**config.mk**
```make
export PLATFORM = sky130hd
export DESIGN_NAME = eox_overhead_rx
export DESIGN_NICKNAME = d
export VERILOG_FILES = /design/src/design/eox_pkg.sv /design/src/design/eox_overhead_rx.sv
export VERILOG_INCLUDE_DIRS = /design/src /design/src/design
export SDC_FILE = /design/constraint.sdc
export NUM_CORES = 1
export LEC_CHECK = 0
export BUFFER_PORTS_ARGS = -buffer_cell sky130_fd_sc_hd__buf_2
export CAP_MARGIN = 20
export CORE_MARGIN = 2
export CORE_UTILIZATION = 51
export CTS_CLUSTER_SIZE = 14
export DETAILED_ROUTE_END_ITERATION = 12
export GPL_TIMING_DRIVEN = 1
export PLACE_DENSITY = 0.76
export SLEW_MARGIN = 0
export SYNTH_ARGS = -nofsm -noshare
export SYNTH_HDL_FRONTEND = slang
export SYNTH_SLANG_ARGS = --single-unit
export TNS_END_PERCENT = 50
```
**constraint.sdc**
```tcl
create_clock -name clock -period 2.05 [get_ports clock]
set_input_delay 0.1025 -clock clock [delete_from_list [all_inputs] [get_ports clock]]
set_output_delay 0.1025 -clock clock [all_outputs]
set_load 0.01 [all_outputs]
```
**src/design/eox_defines.svh**
```systemverilog
`ifndef EOX_DEFINES_SVH
`define EOX_DEFINES_SVH
// register indices, byte address is four times the index
`define EOX_IDX_TS0_NAT 12'h054
`define EOX_IDX_SPARE 12'h055
`define EOX_IDX_SA4 12'h056
`define EOX_IDX_SA5 12'h057
`define EOX_IDX_SA6 12'h058
`define EOX_IDX_SA7 12'h059
`define EOX_IDX_SA8 12'h05a
`define EOX_IDX_PFLAGS 12'h05b
`define EOX_IDX_CTRL 12'h05c
`define EOX_IDX_CHG 12'h05d
`define EOX_IDX_PMASK 12'h062
// control register fields
`define EOX_CTRL_SEL_BIT 7
`define EOX_CTRL_DEB_BIT 6
// pattern flag positions
`define EOX_PF_FFF 4
`define EOX_PF_EEE 3
`define EOX_PF_CCC 2
`define EOX_PF_AAA 1
`define EOX_PF_888 0
// patterns
`define EOX_PAT_FFF 12'hfff
`define EOX_PAT_EEE 12'heee
`define EOX_PAT_CCC 12'hccc
`define EOX_PAT_AAA 12'haaa
`define EOX_PAT_888 12'h888
// counts
`define EOX_NFAS_PER_SUBMF 3'h4
`define EOX_WIN_BITS 4'hc
`define EOX_WIN_WORDS 2'h3
// reset values
`define EOX_RST_BYTE 8'h00
`define EOX_RST_NIB 4'h0
`endif

```
**src/design/eox_pkg.sv**
```systemverilog
package eox_pkg;
    // one national bit codeword
    typedef logic [3:0] eox_nib_t;
    // events and levels from the frame aligner, same clock
    typedef struct packed {
        logic bfa_ok;
        logic cmfa_ok;
        logic smfa_ok;
        logic nfas_stb;
        logic [7:0] ts0_octet;
        logic cas_f0_stb;
        logic [7:0] ts16_octet;
        logic smf_first;
        logic submf_first;
    } eox_fr_s;
    // avalon request
    typedef struct packed {
        logic [13:0] address;
        logic read;
        logic write;
        logic [31:0] writedata;
    } eox_av_req_s;
endpackage

```
**src/design/eox_overhead_rx.sv**
```systemverilog
// Design decision made here: the Avalon-MM slave port.
`include "eox_defines.svh"
// What this block does
// - remote alarm bit latched per NFAS, held unaligned
// - Sa4-Sa8 latched per NFAS, frozen unaligned
// - extra bits into bits 3,1,0 each multiframe
// - remote multiframe alarm into bit 2
// - per-position 4-bit codeword, bit one at 3
// - debounce: update after two equal codewords
// - no debounce: update every sub-multiframe
// - codewords frozen while CRC multiframe lost
// - flag all-ones window 0xFFF
// - flag window 0xEEE
// - flag window 0xCCC
// - flag window 0xAAA
// - flag window 0x888
// - select bits or codewords, only when aligned
// - control bit 6 enables debounce
module eox_overhead_rx (
    // clock and reset
    input wire logic clock,
    input wire logic rst_b,
    // frame aligner
    input eox_pkg::eox_fr_s fr,
    // avalon-mm slave
    input eox_pkg::eox_av_req_s av,
    output logic [31:0] av_readdata,
    output logic av_waitrequest,
    // interrupt
    output logic irq
);

////////////////////////////////////////////////////////////////////////
// bus decode

logic wait_r;
logic [31:0] rdata_r;
logic irq_r;
wire req = av.read | av.write;
wire [11:0] idx = av.address[13:2];
wire aligned = (av.address[1:0] == 2'b00);
wire wr_do = av.write & ~wait_r & aligned;
wire [7:0] wbyte = av.writedata[7:0];
wire wr_ctrl = wr_do & (idx == `EOX_IDX_CTRL);
wire wr_pmask = wr_do & (idx == `EOX_IDX_PMASK);
wire wr_pflag = wr_do & (idx == `EOX_IDX_PFLAGS);
wire wr_chg = wr_do & (idx == `EOX_IDX_CHG);

////////////////////////////////////////////////////////////////////////
// control registers

logic [7:0] ctrl;
logic [4:0] pmask;
wire sel_words = ctrl[`EOX_CTRL_SEL_BIT];
wire deb_en = ctrl[`EOX_CTRL_DEB_BIT];

// software writable controls
always_ff @(posedge clock or negedge rst_b) begin
    if (!rst_b) begin
        ctrl <= `EOX_RST_BYTE;
        pmask <= 5'h00;
    end else begin
        if (wr_ctrl) begin
            ctrl <= wbyte;
        end
        if (wr_pmask) begin
            pmask <= wbyte[4:0];
        end
    end
end

////////////////////////////////////////////////////////////////////////
// NFAS remote alarm and national bits

logic alarm_a;
logic [4:0] nat_bits;
wire nfas_take = fr.nfas_stb & fr.bfa_ok;

// capture at NFAS boundary, hold while unaligned
always_ff @(posedge clock or negedge rst_b) begin
    if (!rst_b) begin
        alarm_a <= 1'b0;
        nat_bits <= 5'h00;
    end else if (nfas_take) begin
        alarm_a <= fr.ts0_octet[5];
        nat_bits <= fr.ts0_octet[4:0];
    end
end

////////////////////////////////////////////////////////////////////////
// signalling multiframe spare bits

logic [3:0] spare_pend;
logic [3:0] spare;

// octet holds X0,Y,X1,X2 in its low nibble
always_ff @(posedge clock or negedge rst_b) begin
    if (!rst_b) begin
        spare_pend <= `EOX_RST_NIB;
        spare <= `EOX_RST_NIB;
    end else if (fr.smfa_ok) begin
        if (fr.cas_f0_stb) begin
            spare_pend <= fr.ts16_octet[3:0];
        end
        if (fr.smf_first) begin
            spare[3] <= spare_pend[3];
            spare[1:0] <= spare_pend[1:0];
            spare[2] <= spare_pend[2];
        end
    end
end

////////////////////////////////////////////////////////////////////////
// sub-multiframe bookkeeping

logic [2:0] nfas_cnt;
wire cw_ready = fr.submf_first & fr.cmfa_ok & (nfas_cnt == `EOX_NFAS_PER_SUBMF);

// count NFAS frames within the current sub-multiframe
always_ff @(posedge clock or negedge rst_b) begin
    if (!rst_b) begin
        nfas_cnt <= 3'h0;
    end else if (fr.submf_first | ~fr.cmfa_ok) begin
        nfas_cnt <= 3'h0;
    end else if (nfas_take && nfas_cnt != `EOX_NFAS_PER_SUBMF) begin
        nfas_cnt <= nfas_cnt + 3'h1;
    end
end

////////////////////////////////////////////////////////////////////////
// codeword assembly, one lane per national bit

eox_pkg::eox_nib_t cw_out [5];
eox_pkg::eox_nib_t cw_raw [5];
logic [4:0] chg_set;

genvar g;
generate
    for (g = 0; g < 5; g++) begin : lane
        eox_pkg::eox_nib_t shr;
        eox_pkg::eox_nib_t prev;
        eox_pkg::eox_nib_t outw;
        // lane g sits at octet bit 4-g
        wire take_new = cw_ready & (~deb_en | (shr == prev));
        assign cw_out[g] = outw;
        assign cw_raw[g] = shr;
        assign chg_set[4-g] = take_new & (shr != outw);
        // first received bit shifts up to bit 3
        always_ff @(posedge clock or negedge rst_b) begin
            if (!rst_b) begin
                shr <= `EOX_RST_NIB;
                prev <= `EOX_RST_NIB;
                outw <= `EOX_RST_NIB;
            end else begin
                if (nfas_take && fr.cmfa_ok) begin
                    shr <= {shr[2:0], fr.ts0_octet[4-g]};
                end
                if (cw_ready) begin
                    prev <= shr;
                end
                if (take_new) begin
                    outw <= shr;
                end
            end
        end
    end
endgenerate

////////////////////////////////////////////////////////////////////////
// Sa6 pattern windows

logic [11:0] bit_win;
logic [3:0] bit_fill;
logic [11:0] word_win;
logic [1:0] word_fill;
logic cmp_bits_stb;
logic cmp_words_stb;

// window fill counts cleared whenever CRC multiframe is lost, window contents kept
always_ff @(posedge clock or negedge rst_b) begin
    if (!rst_b) begin
        bit_win <= 12'h000;
        bit_fill <= 4'h0;
        word_win <= 12'h000;
        word_fill <= 2'h0;
        cmp_bits_stb <= 1'b0;
        cmp_words_stb <= 1'b0;
    end else if (!fr.cmfa_ok) begin
        bit_fill <= 4'h0;
        word_fill <= 2'h0;
        cmp_bits_stb <= 1'b0;
        cmp_words_stb <= 1'b0;
    end else begin
        cmp_bits_stb <= nfas_take & ~sel_words & (bit_fill >= 4'hb);
        cmp_words_stb <= cw_ready & sel_words & (word_fill >= 2'h2);
        if (nfas_take) begin
            bit_win <= {bit_win[10:0], fr.ts0_octet[2]};
            if (bit_fill != `EOX_WIN_BITS) begin
                bit_fill <= bit_fill + 4'h1;
            end
        end
        if (cw_ready) begin
            word_win <= {word_win[7:0], cw_raw[2]};
            if (word_fill != `EOX_WIN_WORDS) begin
                word_fill <= word_fill + 2'h1;
            end
        end
    end
end

// compare the selected window
wire cmp_stb = (sel_words ? cmp_words_stb : cmp_bits_stb) & fr.cmfa_ok;
wire [11:0] win = sel_words ? word_win : bit_win;
logic [4:0] hit;
assign hit[`EOX_PF_FFF] = cmp_stb & (win == `EOX_PAT_FFF);
assign hit[`EOX_PF_EEE] = cmp_stb & (win == `EOX_PAT_EEE);
assign hit[`EOX_PF_CCC] = cmp_stb & (win == `EOX_PAT_CCC);
assign hit[`EOX_PF_AAA] = cmp_stb & (win == `EOX_PAT_AAA);
assign hit[`EOX_PF_888] = cmp_stb & (win == `EOX_PAT_888);

////////////////////////////////////////////////////////////////////////
// sticky status, set wins over clear

logic [4:0] pflags;
logic [4:0] chg;
wire [4:0] next_pflags = (pflags & ~(wr_pflag ? wbyte[4:0] : 5'h00)) | hit;
wire [4:0] next_chg = (chg & ~(wr_chg ? wbyte[4:0] : 5'h00)) | chg_set;

// pattern and change flags
always_ff @(posedge clock or negedge rst_b) begin
    if (!rst_b) begin
        pflags <= 5'h00;
        chg <= 5'h00;
    end else begin
        pflags <= next_pflags;
        chg <= next_chg;
    end
end

////////////////////////////////////////////////////////////////////////
// read mux

logic [7:0] rmux;
always_comb begin
    rmux = `EOX_RST_BYTE;
    if (aligned) begin
        unique case (idx)
            `EOX_IDX_TS0_NAT: rmux = {2'b00, alarm_a, nat_bits};
            `EOX_IDX_SPARE: rmux = {4'h0, spare};
            `EOX_IDX_SA4: rmux = {4'h0, cw_out[0]};
            `EOX_IDX_SA5: rmux = {4'h0, cw_out[1]};
            `EOX_IDX_SA6: rmux = {4'h0, cw_out[2]};
            `EOX_IDX_SA7: rmux = {4'h0, cw_out[3]};
            `EOX_IDX_SA8: rmux = {4'h0, cw_out[4]};
            `EOX_IDX_PFLAGS: rmux = {3'h0, pflags};
            `EOX_IDX_CTRL: rmux = ctrl;
            `EOX_IDX_CHG: rmux = {3'h0, chg};
            `EOX_IDX_PMASK: rmux = {3'h0, pmask};
            default: rmux = `EOX_RST_BYTE;
        endcase
    end
end

////////////////////////////////////////////////////////////////////////
// bus answer and interrupt

// masks are taken at their next value so a mask write moves irq at the same edge as a flag write
wire [4:0] next_pmask = wr_pmask ? wbyte[4:0] : pmask;
wire [4:0] next_chg_mask = wr_ctrl ? wbyte[4:0] : ctrl[4:0];
wire next_irq = (|(next_pflags & next_pmask)) | (|(next_chg & next_chg_mask));

// one wait cycle then answer
always_ff @(posedge clock or negedge rst_b) begin
    if (!rst_b) begin
        wait_r <= 1'b1;
        rdata_r <= 32'h0000_0000;
        irq_r <= 1'b0;
    end else begin
        wait_r <= ~(req & wait_r);
        irq_r <= next_irq;
        if (av.read && wait_r) begin
            rdata_r <= {24'h00_0000, rmux};
        end
    end
end

assign av_readdata = rdata_r;
assign av_waitrequest = wait_r;
assign irq = irq_r;

endmodule

```
==> Implementation_results.wiki <==
{| class="wikitable"
! Metric !! Value
|-
| First-pass GRT wire length || 26,800 um
|-
| Setup fix buffers added after clock tree synthesis || 0
|-
| Vias in the first global route || 5,254
|-
| Post-layout nets || 787
|-
| Relative area change from synthesis to final layout || 22.1%
|-
| Area share of and/or/nand/nor cells after synthesis || 15.0%
|-
| Post-route worst setup slack || -241 ps
|-
| Full die area || 14,000 um2
|-
| Pin count of the biggest net entering global routing || 49
|-
| Post-Syn Area || 6670 um2
|-
| Kind of capture point of the worst setup path || flop
|-
| Syn_area_per_cell || 11.1 um2
|-
| Worst max-slew margin expressed relative to the limit || 56.1%
|-
| Chip height || 118 um
|-
| WP data required || 2340 ps
|-
| Number of instances in the placed design || 842
|-
| Share of cell area taken by muxes after synthesis || 14.4%
|-
| Min Clock Period, post-route || 2290 ps
|-
| Combinational family with the most area after synthesis || simple AND/OR/NAND/NOR gates
|-
| Post-detailed-routing wire length || 16,000 um
|-
| Class of the tightest hold or removal check || primary input to flop
|-
| R2R setup slack || -240 ps
|-
| Number of enable-type register cells in the synthesized netlist || 0
|-
| Crit path arrival time || 2580 ps
|-
| Leakage power of the design || 4.13 nW
|-
| Post-route DRC || 0
|-
| Initial core utilization || 52.6%
|-
| Cell at the root of the clock tree || sky130_fd_sc_hd__clkbuf_16
|-
| Status || finished, violations left
|-
| RSZ-0062 raised after global routing || true
|-
| Type of the worst setup path || flop to flop
|-
| Io pins || 107
|-
| Critical path startpoint category || flop
|-
| Dominant register cell in the synthesized netlist || sky130_fd_sc_hd__dfrtp_1
|-
| Final instance area || 8140 um2
|-
| Fraction of the cycle the final worst path needs || 112%
|-
| Maximum net fanout on the critical path || 3
|-
| Maximum buffer depth of the clock tree || 2
|-
| Register bit count reported by yosys || 138
|-
| Max Clock Skew || 6.65 ps
|-
| Share of flip-flops with an asynchronous set or reset after synthesis || 100%
|-
| Remaining antenna violation count || 0
|-
| Width of the chip || 118 um
|-
| Clock latency on the worst-skew pair || 420 ps
|-
| Power density cells || 896 nW/um2
|-
| Share of layout cells above drive strength 1 || 30.4%
|-
| Depth of the CTS H-tree || 4
|-
| Final weighted congestion of routability-driven global placement || 0.974
|-
| # fillers || 964
|-
| Adder-Cell Fraction of Synth Area || 1.13%
|-
| Final cell count without fillers || 893
|-
| Max IR drop VDD || 0.000768 V
|-
| Placeable core area || 12,700 um2
|-
| Clock transition at the registers of the reported paths || 60 ps
|-
| Post-detailed-placement cell area || 7320 um2
|-
| HPWL after DPL || 11,400 um
|-
| Number of max-capacitance violations reported || 0
|-
| Clock sink total || 138
|-
| Count of warnings emitted by yosys || 0
|-
| Number of library cell types mapped by synthesis || 53
|-
| Global-route usage over all layers || 24.5%
|-
| Slew at the pin with the worst max-slew slack || 649 ps
|-
| Pre-antenna DRT Iters || 5
|-
| Vias per inst || 5.63
|-
| PortBufs || 52
|-
| Number of DRC violations after detailed-routing iteration 0 || 370
|-
| Highest achievable clock rate || 437 MHz
|-
| Number of pins exceeding their max-slew limit in the final report || 0
|-
| Initial antenna violation count || 1
|-
| Row count || 41
|-
| Final-report setup violation count || 1
|-
| Count of endpoints failing hold in the final timing report || 0
|-
| Global route overflow || 0
|-
| Register area share after synthesis || 51.8%
|-
| Setup Slack @ Placement || -351 ps
|-
| Cts bufs inserted || 17
|-
| Synth Area in Compound Gates || 7.06%
|-
| CTS tree || built
|-
| Vias || 5,030
|-
| Ant diodes || 0
|-
| Failing checks || setup timing
|-
| Routed wire length per instance || 17.9 um
|-
| XOR/XNOR share of the synthesized area || 5.91%
|-
| Gate count after technology mapping || 598
|}
where the power goes:
part,switching [mW],internal (mW)
registers,0.339,2.97
clock network,1.14,2.00
logic,0.385,0.459
cell usage after synthesis, drive strengths merged, types with 2 or more instances:
master	count	area share, %
a21o	2	0.23
nor2	20	1.1
nand4b	3	0.39
or3	2	0.19
nand3	17	1.3
a31oi	2	0.19
nor2b	2	0.19
o22ai	3	0.28
mux2	80	14
or4	3	0.39
nor4	9	0.94
mux2i	3	0.45
xor2	42	5.5
o41ai	5	0.66
inv	12	0.68
a32oi	4	0.53
a32o	4	0.60
a22oi	6	0.68
ha	6	1.1
clkbuf	14	0.79
o21ai	17	1.3
or4b	5	0.75
xnor2	3	0.39
nand2b	4	0.38
nor4bb	2	0.30
nand4	8	0.75
nor3b	2	0.23
buf	30	3.2
a221oi	2	0.26
nor4b	4	0.75
dfrtp	137	51
a222oi	4	0.60
a22o	11	1.4
nor3	3	0.23
nand2	118	6.8
critical path: stages, from the launching register on:
cell and delay [ps]:
sky130_fd_sc_hd__dfstp_2 370, sky130_fd_sc_hd__or4b_4 500, sky130_fd_sc_hd__or4_4 560, sky130_fd_sc_hd__o21ai_2 130
sky130_fd_sc_hd__nand2_1 80, sky130_fd_sc_hd__a222oi_1 390, sky130_fd_sc_hd__nand4_1 130
routing by layer:
| layer | global-route usage [%] | part of all wire, % | vias to the layer above |
|---|---|---|---|
| li1 | - | - | 2298 |
| met1 | 31.2 | 42 | 2503 |
| met2 | 40.1 | 49 | 195 |
| met3 | 6.23 | 6.9 | 32 |
| met4 | 9.19 | 2.4 | 2 |
| met5 | 0 | 0.044 | - |
state kept, by name, indices dropped and copies added, names as in the netlist, 8 cells and up:
name,cells
av_readdata,8
bit_win,9
ctrl,8
lane.outw,20
lane.prev,20
lane.shr,19
word_win,12
worst paths after layout:
kind                                             from                    endpoint  cells after the start
max in group asynchronous                       rst_b    av_waitrequest$_DFF_PN1_                      3
hold / removal                                  av[2]         ctrl[2]$_DFFE_PN0N_                      2
setup / recovery             av_waitrequest$_DFF_PN1_               irq$_DFF_PN0_                      6
hold reg to reg            av_readdata[0]$_DFFE_PN0P_  av_readdata[0]$_DFFE_PN0P_                      2
setup reg to reg             av_waitrequest$_DFF_PN1_               irq$_DFF_PN0_                      6
min in group asynchronous                       rst_b    word_fill[1]$_DFFE_PN0P_                      2
placed cells by master, fill, tap and decap left out, drive strengths merged, types with 5 or more instances in the layout:
master	synthesis	routed
conb	1	24
ha	6	6
buf	30	93
a22o	11	11
dlygate4sd3	0	19
xor2	42	42
nand3	17	17
nand4	8	8
nor4	9	9
dfrtp	137	137
or4b	5	5
nand2	118	118
o21ai	17	17
clkbuf	14	21
nor2	20	20
inv	12	12
a22oi	6	6
mux2	80	80
o41ai	5	5
cell type report:
cell class              count  area [um2]  share of cell area [%]
inverters                  12        45.0                   0.553
clock buffers              21         470                    5.78
flip-flops and latches    138        3450                    42.4
well taps                 172         215                    2.64
multi-input cells         427        3010                    37.0
clock inverters            11         144                    1.77
repair buffers            112         802                    9.85
per-stage QoR:
stage	power [mW]	util [%]	hold slack (ps)	TNS [ps]
global route	7.61	64.2	10.9	-349
floorplan	3.83	-	-193	-198
CTS	7.34	64.2	2.51	-211
detailed placement	4.16	57.8	66.9	-975
finish	7.30	64.2	14.7	-241
global placement	4.10	57.8	59.9	-618
cells by family after synthesis:
kind of cell               Yosys count
AOI/OAI and AO/OA                   63
xor gates and xnor gates            45
adders and majority gates            6
buffers and inverters               56
DFF                                138
muxes                               84
other                                1
and+or+nand+nor                    205
repair_timing:
item                       4_1_cts  5_1_grt
setup endpoints to repair        1        1
resized for setup                8        1
pin swaps                        5        0
hold endpoints to repair        67        0
hold buffers                    19        0
No activity file was read; power rests on OpenSTA's default activity.
